$ cat src/hdl/can_ctl_map.svh
`ifndef CAN_CTL_MAP_SVH
`define CAN_CTL_MAP_SVH

// Register byte offsets
`define CTL_OFS 8'h00
`define STS_OFS 8'h04
`define EVT_OFS 8'h08
// Control fields
`define CTL_FORCE_STB 0
// Status fields
`define STS_STANDBY 0
`define STS_TO_LOCK 1
`define STS_OT_LOCK 2
`define STS_WOKE 3
`define STS_EVT_VALID 4
`define STS_EVT_FULL 5
// Event code bits
`define EVT_TO 0
`define EVT_OT 1
`define EVT_WAKE 2
// Sizes and reset values
`define EVT_W 8
`define EVT_DEPTH 16
`define CTL_RST 1'b0
`define CNT_W 32
`define CNT_ONE 32'h0000_0001

`endif

$ cat src/hdl/can_ctl_pkg.sv
package can_ctl_pkg;
  // Operating state of the mode and wake logic
  typedef enum logic [1:0] {
    MODE_NORMAL,
    MODE_STB_BLOCKED,
    MODE_STB_IDLE,
    MODE_STB_WOKE
  } mode_type;
endpackage : can_ctl_pkg

$ cat src/hdl/can_transceiver_ctl.sv
// The address map and the APB register port were chosen for this implementation.
`timescale 1ns/1ns
// Contract
// RULE1: Mode select high or open means standby
// RULE2: Controller drives mode low for normal
// RULE3: Normal mode receive output follows bus
// RULE4: Normal mode transmit low drives dominant
// RULE5: Long dominant transmit disables the driver
// RULE6: Rising transmit edge ends time-out lock
// RULE7: Overtemperature disables the driver
// RULE8: After cooling, recessive edge releases driver
// RULE9: Standby turns off drivers and receiver
// RULE10: Filtered dominant in standby pulls output low
// RULE11: Filtered recessive afterwards returns output high
// RULE12: Standby entry while dominant gives no wake
// RULE13: Wake needs recessive then new dominant
// RULE14: Controller returns to normal on wake
// RULE15: Split termination on only in normal mode
// RULE16: Transmit input defaults to recessive
// RULE17: Bit rate keeps dominant runs under time-out
// RULE18: Time-out and filters are cycle parameters
`include "can_ctl_map.svh"

////////////////////////////////////////////////////////////////////////////////
// Event FIFO, outputs decoded from pointer and storage flops, full and empty exact
module evt_fifo #(
  parameter int WIDTH = `EVT_W,
  parameter int DEPTH = `EVT_DEPTH
) (
  input wire logic ref_clk_i,
  input wire logic rst_i,
  input wire logic in_valid_i,
  output logic in_ready_o,
  input wire logic [WIDTH-1:0] in_data_i,
  output logic out_valid_o,
  input wire logic out_ready_i,
  output logic [WIDTH-1:0] out_data_o
);
  localparam int AW = $clog2(DEPTH);
  // Storage array
  logic [WIDTH-1:0] mem_ff [DEPTH];
  // Pointers carry one extra wrap bit
  logic [AW:0] wr_ptr_ff;
  logic [AW:0] rd_ptr_ff;
  logic do_push;
  logic do_pop;

  assign do_push = in_valid_i && in_ready_o;
  assign do_pop = out_valid_o && out_ready_i;
  // Full when pointers differ only in the wrap bit
  assign in_ready_o = !((wr_ptr_ff[AW] != rd_ptr_ff[AW]) &&
                        (wr_ptr_ff[AW-1:0] == rd_ptr_ff[AW-1:0]));
  assign out_valid_o = (wr_ptr_ff != rd_ptr_ff);
  assign out_data_o = mem_ff[rd_ptr_ff[AW-1:0]];

  // Write side
  always_ff @(posedge ref_clk_i or posedge rst_i) begin
    if (rst_i) begin
      wr_ptr_ff <= '0;
    end else if (do_push) begin
      wr_ptr_ff <= wr_ptr_ff + 1'b1;
    end
  end

  // Storage has no reset; only valid words are ever read
  always_ff @(posedge ref_clk_i) begin
    if (do_push) begin
      mem_ff[wr_ptr_ff[AW-1:0]] <= in_data_i;
    end
  end

  // Read side
  always_ff @(posedge ref_clk_i or posedge rst_i) begin
    if (rst_i) begin
      rd_ptr_ff <= '0;
    end else if (do_pop) begin
      rd_ptr_ff <= rd_ptr_ff + 1'b1;
    end
  end
endmodule : evt_fifo

////////////////////////////////////////////////////////////////////////////////
// Transceiver control: mode, driver locks, wake filter, APB registers
module can_transceiver_ctl #(
  // RULE18: cycle count parameters
  // Dominant time-out in clock cycles
  parameter int TIMEOUT_CYC = 60000,
  // Wake dominant filter in clock cycles
  parameter int WAKE_DOM_CYC = 500,
  // Wake recessive filter in clock cycles
  parameter int WAKE_REC_CYC = 500
) (
  input wire logic ref_clk_i,
  input wire logic rst_i,
  input wire logic txd_i,
  input wire logic stb_i,
  input wire logic bus_dom_i,
  input wire logic overtemp_i,
  output logic bus_drive_o,
  output logic rxd_o,
  output logic split_en_o,
  input wire logic psel_i,
  input wire logic penable_i,
  input wire logic pwrite_i,
  input wire logic [7:0] paddr_i,
  input wire logic [31:0] pwdata_i,
  output logic [31:0] prdata_o,
  output logic pready_o,
  output logic pslverr_o
);
  // Counter step, cleared to zero when not running
  function automatic logic [`CNT_W-1:0] cnt_next(input logic [`CNT_W-1:0] c,
                                                  input logic run);
    cnt_next = run ? c + `CNT_ONE : '0;
  endfunction : cnt_next

  // Software standby request
  logic force_stb_ff;
  // Previous transmit level for edge detection
  logic txd_q_ff;
  // Locks on the driver
  logic to_lock_ff;
  logic ot_lock_ff;
  // Time-out counter and wake filter counter
  logic [`CNT_W-1:0] to_cnt_ff;
  logic [`CNT_W-1:0] filt_cnt_ff;
  logic [`CNT_W-1:0] nxt_filt_cnt;
  can_ctl_pkg::mode_type mode_ff;
  can_ctl_pkg::mode_type nxt_mode;
  // Output flops
  logic bus_drive_ff;
  logic rxd_ff;
  logic split_en_ff;
  logic [31:0] prdata_ff;
  logic pready_ff;
  logic pslverr_ff;
  // Pending events waiting for FIFO room
  logic [`EVT_W-1:0] evt_pend_ff;
  logic [`EVT_W-1:0] evt_new;
  logic standby;
  logic txd_rise;
  logic to_hit;
  logic fifo_in_ready;
  logic fifo_out_valid;
  logic [`EVT_W-1:0] fifo_out_data;
  logic apb_done;
  logic evt_pop;

  //////////////////////////////////////////////////////////////////////////////
  // Mode decode
  // RULE1: pin or software selects standby
  assign standby = stb_i || force_stb_ff;
  assign txd_rise = txd_i && !txd_q_ff;
  assign to_hit = (to_cnt_ff >= TIMEOUT_CYC[`CNT_W-1:0]);

  // Transmit edge history
  always_ff @(posedge ref_clk_i or posedge rst_i) begin
    if (rst_i) begin
      // RULE16: reset assumes recessive transmit
      txd_q_ff <= 1'b1;
    end else begin
      txd_q_ff <= txd_i;
    end
  end

  //////////////////////////////////////////////////////////////////////////////
  // Dominant time-out
  // Counts consecutive dominant transmit cycles; stops at the limit
  always_ff @(posedge ref_clk_i or posedge rst_i) begin
    if (rst_i) begin
      to_cnt_ff <= '0;
    end else if (!to_hit || txd_i) begin
      to_cnt_ff <= cnt_next(to_cnt_ff, !txd_i);
    end
  end

  // Time-out lock
  always_ff @(posedge ref_clk_i or posedge rst_i) begin
    if (rst_i) begin
      to_lock_ff <= 1'b0;
    end else if (to_hit && !txd_i) begin
      // RULE5: dominant too long locks driver
      to_lock_ff <= 1'b1;
    end else if (txd_rise) begin
      // RULE6: rising edge releases
      to_lock_ff <= 1'b0;
    end
  end

  //////////////////////////////////////////////////////////////////////////////
  // Overtemperature lock; set wins while the condition stands
  always_ff @(posedge ref_clk_i or posedge rst_i) begin
    if (rst_i) begin
      ot_lock_ff <= 1'b0;
    end else if (overtemp_i) begin
      // RULE7: hot means driver off
      ot_lock_ff <= 1'b1;
    end else if (txd_rise) begin
      // RULE8: recessive edge after cooling
      ot_lock_ff <= 1'b0;
    end
  end

  // Bus driver output
  always_ff @(posedge ref_clk_i or posedge rst_i) begin
    if (rst_i) begin
      bus_drive_ff <= 1'b0;
    end else begin
      // RULE4: dominant while transmit low
      // RULE9: no drive in standby
      bus_drive_ff <= !standby && !txd_i && !to_lock_ff && !(to_hit && !txd_i) &&
                      !ot_lock_ff && !overtemp_i;
    end
  end

  //////////////////////////////////////////////////////////////////////////////
  // Mode and wake state machine
  always_comb begin
    nxt_mode = mode_ff;
    nxt_filt_cnt = '0;
    case (mode_ff)
      can_ctl_pkg::MODE_NORMAL: begin
        // RULE12: entering on a dominant bus blocks wake
        if (standby) begin
          nxt_mode = bus_dom_i ? can_ctl_pkg::MODE_STB_BLOCKED : can_ctl_pkg::MODE_STB_IDLE;
        end
      end
      can_ctl_pkg::MODE_STB_BLOCKED: begin
        // RULE13: wait for recessive bus first
        if (!standby) begin
          nxt_mode = can_ctl_pkg::MODE_NORMAL;
        end else if (!bus_dom_i) begin
          nxt_mode = can_ctl_pkg::MODE_STB_IDLE;
        end
      end
      can_ctl_pkg::MODE_STB_IDLE: begin
        nxt_filt_cnt = cnt_next(filt_cnt_ff, bus_dom_i);
        if (!standby) begin
          nxt_mode = can_ctl_pkg::MODE_NORMAL;
          nxt_filt_cnt = '0;
        end else if (bus_dom_i && filt_cnt_ff >= WAKE_DOM_CYC[`CNT_W-1:0]) begin
          // RULE10: filtered dominant wakes
          nxt_mode = can_ctl_pkg::MODE_STB_WOKE;
          nxt_filt_cnt = '0;
        end
      end
      can_ctl_pkg::MODE_STB_WOKE: begin
        nxt_filt_cnt = cnt_next(filt_cnt_ff, !bus_dom_i);
        if (!standby) begin
          nxt_mode = can_ctl_pkg::MODE_NORMAL;
          nxt_filt_cnt = '0;
        end else if (!bus_dom_i && filt_cnt_ff >= WAKE_REC_CYC[`CNT_W-1:0]) begin
          // RULE11: filtered recessive returns high
          nxt_mode = can_ctl_pkg::MODE_STB_IDLE;
          nxt_filt_cnt = '0;
        end
      end
      default: begin
        nxt_mode = can_ctl_pkg::MODE_STB_IDLE;
      end
    endcase
  end

  // State register; reset lands in standby since the pin defaults high
  always_ff @(posedge ref_clk_i or posedge rst_i) begin
    if (rst_i) begin
      mode_ff <= can_ctl_pkg::MODE_STB_IDLE;
      filt_cnt_ff <= '0;
    end else begin
      mode_ff <= nxt_mode;
      filt_cnt_ff <= nxt_filt_cnt;
    end
  end

  // Receive output and split enable
  always_ff @(posedge ref_clk_i or posedge rst_i) begin
    if (rst_i) begin
      rxd_ff <= 1'b1;
      split_en_ff <= 1'b0;
    end else begin
      // RULE3: normal receive mirrors bus
      // RULE10: woke state shows low
      if (nxt_mode == can_ctl_pkg::MODE_NORMAL) begin
        rxd_ff <= !bus_dom_i;
      end else begin
        rxd_ff <= (nxt_mode != can_ctl_pkg::MODE_STB_WOKE);
      end
      // RULE15: split only in normal
      split_en_ff <= (nxt_mode == can_ctl_pkg::MODE_NORMAL);
    end
  end

  //////////////////////////////////////////////////////////////////////////////
  // Event capture into the FIFO
  assign evt_new = {{(`EVT_W-3){1'b0}},
                    (mode_ff == can_ctl_pkg::MODE_STB_IDLE) &&
                      (nxt_mode == can_ctl_pkg::MODE_STB_WOKE),
                    overtemp_i && !ot_lock_ff,
                    to_hit && !txd_i && !to_lock_ff};

  // Events merge while the FIFO is full, so back-pressure keeps each event kind but not its count
  always_ff @(posedge ref_clk_i or posedge rst_i) begin
    if (rst_i) begin
      evt_pend_ff <= '0;
    end else if (fifo_in_ready) begin
      evt_pend_ff <= evt_new;
    end else begin
      evt_pend_ff <= evt_pend_ff | evt_new;
    end
  end

  evt_fifo #(
    .WIDTH(`EVT_W),
    .DEPTH(`EVT_DEPTH)
  ) u_evt_fifo (
    .ref_clk_i(ref_clk_i),
    .rst_i(rst_i),
    .in_valid_i(|evt_pend_ff),
    .in_ready_o(fifo_in_ready),
    .in_data_i(evt_pend_ff),
    .out_valid_o(fifo_out_valid),
    .out_ready_i(evt_pop),
    .out_data_o(fifo_out_data)
  );

  //////////////////////////////////////////////////////////////////////////////
  // APB slave, one wait state per access
  assign apb_done = psel_i && penable_i && pready_ff;
  assign evt_pop = apb_done && !pwrite_i && (paddr_i == `EVT_OFS);

  // Ready and answer data
  always_ff @(posedge ref_clk_i or posedge rst_i) begin
    if (rst_i) begin
      pready_ff <= 1'b0;
      pslverr_ff <= 1'b0;
      prdata_ff <= '0;
    end else begin
      pready_ff <= psel_i && penable_i && !pready_ff;
      pslverr_ff <= 1'b0;
      prdata_ff <= '0;
      if (psel_i && penable_i && !pready_ff) begin
        case (paddr_i)
          `CTL_OFS: begin
            prdata_ff[`CTL_FORCE_STB] <= force_stb_ff;
          end
          `STS_OFS: begin
            prdata_ff[`STS_STANDBY] <= (mode_ff != can_ctl_pkg::MODE_NORMAL);
            prdata_ff[`STS_TO_LOCK] <= to_lock_ff;
            prdata_ff[`STS_OT_LOCK] <= ot_lock_ff;
            prdata_ff[`STS_WOKE] <= (mode_ff == can_ctl_pkg::MODE_STB_WOKE);
            prdata_ff[`STS_EVT_VALID] <= fifo_out_valid;
            prdata_ff[`STS_EVT_FULL] <= !fifo_in_ready;
          end
          `EVT_OFS: begin
            // Empty FIFO reads as zero
            if (!pwrite_i && fifo_out_valid) begin
              prdata_ff[`EVT_W-1:0] <= fifo_out_data;
            end
          end
          default: begin
            // Unmapped address answers with an error
            pslverr_ff <= 1'b1;
          end
        endcase
      end
    end
  end

  // Control register write
  always_ff @(posedge ref_clk_i or posedge rst_i) begin
    if (rst_i) begin
      force_stb_ff <= `CTL_RST;
    end else if (apb_done && pwrite_i && paddr_i == `CTL_OFS) begin
      force_stb_ff <= pwdata_i[`CTL_FORCE_STB];
    end
  end

  assign bus_drive_o = bus_drive_ff;
  assign rxd_o = rxd_ff;
  assign split_en_o = split_en_ff;
  assign prdata_o = prdata_ff;
  assign pready_o = pready_ff;
  assign pslverr_o = pslverr_ff;
endmodule : can_transceiver_ctl

$ cat config.mk
export PLATFORM = sky130hd
export DESIGN_NAME = can_transceiver_ctl
export DESIGN_NICKNAME = d
export VERILOG_FILES = /design/src/hdl/can_ctl_pkg.sv /design/src/hdl/can_transceiver_ctl.sv
export VERILOG_INCLUDE_DIRS = /design/src /design/src/hdl
export SDC_FILE = /design/constraint.sdc
export NUM_CORES = 1
export LEC_CHECK = 0
export ABC_CLOCK_PERIOD_IN_PS = 7400
export BUFFER_PORTS_ARGS = -buffer_cell sky130_fd_sc_hd__buf_2
export CAP_MARGIN = 20
export CORE_UTILIZATION = 40
export CTS_CLUSTER_DIAMETER = 50
export DETAILED_ROUTE_END_ITERATION = 6
export PLACE_DENSITY = 0.65
export SYNTH_ARGS = -nofsm -noshare
export SYNTH_HDL_FRONTEND = slang
export SYNTH_HIERARCHICAL = 1
export SYNTH_SLANG_ARGS = --single-unit
$ cat constraint.sdc
create_clock -name ref_clk_i -period 7.4 [get_ports ref_clk_i]
set_clock_uncertainty 0.15 [all_clocks]
set_input_delay 0.74 -clock ref_clk_i [delete_from_list [all_inputs] [get_ports ref_clk_i]]
set_output_delay 0.74 -clock ref_clk_i [all_outputs]
set_load 0.02 [all_outputs]
# Yosys cells after proc, flatten, opt, wreduce, memory -nomap -nowiden
# Memories as Yosys holds them, arrays and structs flattened.
# Cells that the tools add are included.
# totals
out_inout_bits,37
ram_bits,128
ff_bits,101
n_memories,1
elab_cells,110
# classes
bitwise,1
add_sub_neg,4
n_reduce_logical,45
n_lt_le_gt_ge,2
n_eq_ne,10
muxes,31
# memory_table
memory,depth,width,read_ports,rd_clocked_by_memory_dff,write_ports,line,source
u_evt_fifo.mem_ff,16,8,1,0,1,can_transceiver_ctl.sv:41,logic [WIDTH-1:0] mem_ff [DEPTH];
# op_table
cell,n
2-to-1 mux 32 bit,7
adder 32 x 1 -> 32 bit (second input constant),2
one-hot mux 32 bit (2 select lines),1
>= comparator 32 x 16 -> 1 bit (second input constant),1
>= comparator 32 x 9 -> 1 bit (second input constant),1
2-to-1 mux 8 bit,3
logical AND 1 bit,23
2-to-1 mux 2 bit,9
zero test 1 bit,12
adder 5 x 1 -> 5 bit (second input constant),2
one-hot mux 5 bit (2 select lines),1
== test 8 x 3 -> 1 bit (second input constant),1
== test 8 x 4 -> 1 bit (second input constant),1
zero test 8 bit,1
2-to-1 mux 1 bit,8
OR 8 x 3 -> 8 bit,1
one-hot mux 2 bit (4 select lines),1
OR reduction 8 bit,1
== test 2 bit (second input constant),3
nonzero test 2 bit,3
!= test 5 bit,1
== test 4 bit,1
zero test 2 bit,2
one-hot mux 1 bit (3 select lines),1
other kinds (5),6

# Depth between registers and ports, before layout
# depth
ltp_word,9
ltp_mapped,8

# By module
# Netlist, hierarchy kept.
# by_module_without_submodules
mod,area_per_inst_um2,cells_per_inst,instances
evt_fifo,5604.1,285,1
can_transceiver_ctl,3604.7,321,1

# Worst setup path after synthesis
# OpenSTA, ideal clock, no wires.
# synth_path
kind,input -> register
start,input port paddr_i[5]
end,register u_evt_fifo.rd_ptr_ff[1]
setup_ps,125
t_arrival_ps,2549
n_path_buf,0
setup_slack_ps,4576
stages,6
cell_sequence,or4_1 nor3_2 nand4_1 nor4b_1 o21ai_1 mux2_2
# synth_between
elab_chain_cells,3
# synth_lines
item,line,source
from (decl),can_transceiver_ctl.sv:105,"input wire logic [7:0] paddr_i,"
== test 8 x 4 -> 1 bit,--,
logical AND 1 bit,can_transceiver_ctl.sv:329,assign evt_pop = apb_done && !pwrite_i && (paddr_i == `EVT_OFS);
named net evt_pop,can_transceiver_ctl.sv:147,logic evt_pop;
logical AND 1 bit,can_transceiver_ctl.sv:49,assign do_pop = out_valid_o && out_ready_i;
to (signal assigned),can_transceiver_ctl.sv:77,rd_ptr_ff <= rd_ptr_ff + 1'b1;
to (decl),can_transceiver_ctl.sv:44,logic [AW:0] rd_ptr_ff;
# The timed path passes the listed nets, and every way through them passes these cells.
# A chain may end at the register's enable or synchronous reset.

# Worst setup path after layout
# layout_path
start,register u_evt_fifo.rd_ptr_ff[1]
end,memory u_evt_fifo/mem_ff[1][7] in the netlist's numbering (enable)
# layout_between
elab_chain_cells,6
# layout_lines
item,line,source
== test 4 bit,can_transceiver_ctl.sv:52,(wr_ptr_ff[AW-1:0] == rd_ptr_ff[AW-1:0]));
logical AND 1 bit,can_transceiver_ctl.sv:51,assign in_ready_o = !((wr_ptr_ff[AW] != rd_ptr_ff[AW]) &&
zero test 1 bit,can_transceiver_ctl.sv:51,
logical AND 1 bit,can_transceiver_ctl.sv:48,assign do_push = in_valid_i && in_ready_o;
2-to-1 mux 1 bit,can_transceiver_ctl.sv:67,if (do_push) begin
2-to-1 mux 1 bit (not written as such),can_transceiver_ctl.sv:68,mem_ff[wr_ptr_ff[AW-1:0]] <= in_data_i;
to (decl),can_transceiver_ctl.sv:41,
# No other way between the ends.

==> impl_results.md <==
* Status: finished clean
* Synth-to-layout area growth at 15.8%
* Peak Freq at approximately 350 MHz
* Port bufs at 30
* Syn Std Cell Area at between 9000 and 10,000 um2
* # hold bufs at CTS at 0
* Reg power frac at 0.523
* Yosys warning count at 6
* Syn avg cell area at around 15 um2
* Switching power at between 600 and 700 uW
* Post-Synth Adder-Cell Area at 0.0122
* Mux share of post-synthesis cell area at 0.0923
* Sequential fraction of the synthesis area at 0.679
* Die H at approximately 150 um
* Post-route cell area at approximately 11,000 um2
* Synthesized instance count at about 600
* Vias in the first global route at around 4,800
* DR WL/cell at around 15 um
* Req. time, crit path at between 7 and 8 ns
* Synth unique cells at 57
* # DRC at 0
* Final WS setup at ~4.5 ns
* H-tree depth at 1
* Vias per Instance at roughly 4.7
* Synth top area cells: edfxtp_1 42%, dfrtp_1 25%, mux4_2 5.1%
* CORE AREA at ~23,000 um2
* GR peak layer: met2
* Antenna Violating Nets Remaining at 0
* Core Rows at 55
* Setup TNS at 0 ns
* Ports at 86
* Maxcap violations at 0
* Crit. End Element: register
* Post-synth ARST share at 0.429
* Vias at approximately 4,900
* Global-route wire length before repair at 24,900 um
* DR iter-0 viols at approximately 280
* Fin crit share at 0.389
* Xor/xnor share of the synthesized area at 0.0219
* Largest net degree at the start of global routing at 87
* Switch share at 0.225
* Worst skew pair latency at approximately 0.49 ns
* Initial Util at 0.407
* Setup Fix Bufs, Post-CTS at 0
* CTS tree: built
* Root buffer cell: clkbuf_16
* Pre-CTS WS at a little over 4 ns
* Setup crit start kind: register
* VDD IR max at approximately 0.00016 V
* Compound-Gate Fraction of Synth Area at 0.0484
* Final hold violation count at 0
* Die area at 23,600 um2
* Post_cts resized at 0
* Worst-path fanout max at 36
* GR Util All Layers at 0.135
* Clock Pin Slew Worst Setup and Hold Paths at 0.06 ns
* Final setup violation count at 0
* Clock network fraction of total power at 0.413
* Yosys top cell area share at 0.417
* Die width at between 150 and 200 um
* Logic pwr share at 0.064
* #FFs+latches synth at roughly 220
* Total wire length at between 15,000 and 20,000 um
* Hold crit path type: input port to asynchronous set/reset pin
* Met3 usage at 0.0279
* Fin crit period at 2.88 ns
* Relative slew slack at 0.431
* Fin util at 0.471
* Worst Tran Pin Value at 0.850 ns
* Crit path kind: register to register
* Internal power at between 2000 and 2500 uW
* Layout Nets at just over 800
* Max Root-Sink Buffers at 3
* Antenna violations before repair at 0
* Routability-driven placement congestion ratio at between 0.7 and 0.8
* Main synth FF type: edfxtp_1
* GR met1 Demand/Resource at 0.177
* Number of enable flip-flop cells after synthesis at around 130
* Pleak at roughly 0.0042 uW
* First-pass DRT Iterations at 4
* Diode count at 0
* DP HPWL at ~10000 um
* Leading area contributor after synthesis: edfxtp_1
* RSZ-0062 raised after global routing: false
* Max-slew violations at 0
* Crit path DAT at 2.85 ns
* Main combinational cell family by area after synthesis: simple AND/OR/NAND/NOR gates
* Post-synthesis simple-gate area fraction at 0.101
* Layout cells sized above 1 at 0.149
* Area of placed instances at just under 10,000 um2
* Power per Cell Area at 252 nW/um2
* Clock sink count at about 220
* Gr ovfl total at 0
* Met2 global-route usage at 0.223
* CTS Buf Count at 23
[critical path, cell delays in order (launching register included)]
cell and delay [ns]:
dfrtp_2 0.34, buf_4 0.52, xnor2_1 0.17, nand4_2 0.32
o21ai_0 0.28, nor2_1 0.72
[placed cells by master (no fill, tap or decap), drive strengths merged, types with 6 or more instances in the layout]
master and count:
nor2 46, nand3 12, nor2b 26, mux4 32, nor3 8, nand4 7
edfxtp 128, clkbuf 28, a21oi 9, o21ai 14, ha 9, nand2 35
mux2 6, conb 127, inv 21, buf 37, dfrtp 93, a22oi 17
nor4 12, or4 7, clkinv 8, and3 9, xnor2 20
[cell families (layout without fill, tap and decap cells)]
logic type / Yosys count / count (layout)
xor+xnor: 23 / 23
buf+inv: 67 / 99
fa+ha+maj: 9 / 9
simple gates: 178 / 178
flops: 224 / 224
other cells: 1 / 127
mux: 40 / 40
compound gates: 64 / 64
[final timing paths]
| check | startpoint | end | slack, ns | cells after the start |
|---|---|---|---|---|
| worst max register to register | u_evt_fifo/rd_ptr_ff[1] | u_evt_fifo/mem_ff[1][7] | 4.52 | 5 |
| min in group ref_clk_i | bus_dom_i | mode_ff[1] | 0.31 | 2 |
| worst min register to register | filt_cnt_ff[0] | filt_cnt_ff[0] | 0.33 | 1 |
| worst max-delay path | u_evt_fifo/rd_ptr_ff[1] | u_evt_fifo/mem_ff[1][7] | 4.52 | 5 |
| worst min-delay path | rst_i | u_evt_fifo/wr_ptr_ff[1] | 0.13 | 2 |
| max in group asynchronous | rst_i | rxd_o | 6.29 | 4 |
[layer usage]
metal	routed length, um	vias to the layer above
met4	338	0
met5	0	-
li1	-	2387
met2	7410	123
met3	844	24
met1	6960	2371
[Yosys cell counts, drive strengths merged (3+ instances only)]
| master | count |
|---|---|
| and2 | 4 |
| o31ai | 4 |
| o21bai | 3 |
| inv | 21 |
| nor3 | 8 |
| dfstp | 3 |
| a22o | 4 |
| a21oi | 9 |
| nand3 | 12 |
| nand4 | 7 |
| nand2 | 35 |
| xnor2 | 20 |
| mux4 | 32 |
| nor2b | 26 |
| mux2 | 6 |
| nor2 | 46 |
| edfxtp | 128 |
| o211ai | 5 |
| or4 | 7 |
| clkbuf | 7 |
| buf | 39 |
| xor2 | 3 |
| o21ai | 14 |
| and3 | 9 |
| nor4 | 12 |
| a22oi | 17 |
| dfrtp | 93 |
| ha | 9 |
[final cells by class]
type	instances	area, um2
Sequential cell	224	6250
Tap cell	285	357
Multi-Input combinational cell	441	3020
Fill cell	1924	12000
Clock buffer	28	614
Clock inverter	13	125
Timing Repair Buffer	37	223
Inverter	21	80.1
[through the flow]
step / hold WS, ns / instances / total power (uW)
floorplan: 0.293 / 732 / 1570
global route: 0.138 / 1049 / 2800
global placement: 0.317 / 1007 / 1600
detailed placement: 0.327 / 1007 / 1600
finish: 0.128 / 1049 / 2690
CTS: 0.129 / 1048 / 2720
[sequential cells by signal, summed over array words and instances, names as in the netlist]
register / flops
txd_q_ff: 1
ot_lock_ff: 1
evt_pend_ff: 3
pready_o: 1
bus_drive_o: 1
prdata_o: 8
rxd_o: 1
split_en_o: 1
to_lock_ff: 1
to_cnt_ff: 32
mode_ff: 2
u_evt_fifo/rd_ptr_ff: 5
filt_cnt_ff: 32
u_evt_fifo/wr_ptr_ff: 5
pslverr_o: 1
force_stb_ff: 1
u_evt_fifo/mem_ff: 128
[power by group through the flow]
stage	logic (uW)	clock network, uW	registers, uW
final	173	1110	1410
after global placement	165	0	1430
after global routing	194	1190	1410
after CTS	170	1140	1410
after floorplan	154	0	1420
after detailed placement	170	0	1430
(Power assumes the default switching activity.)
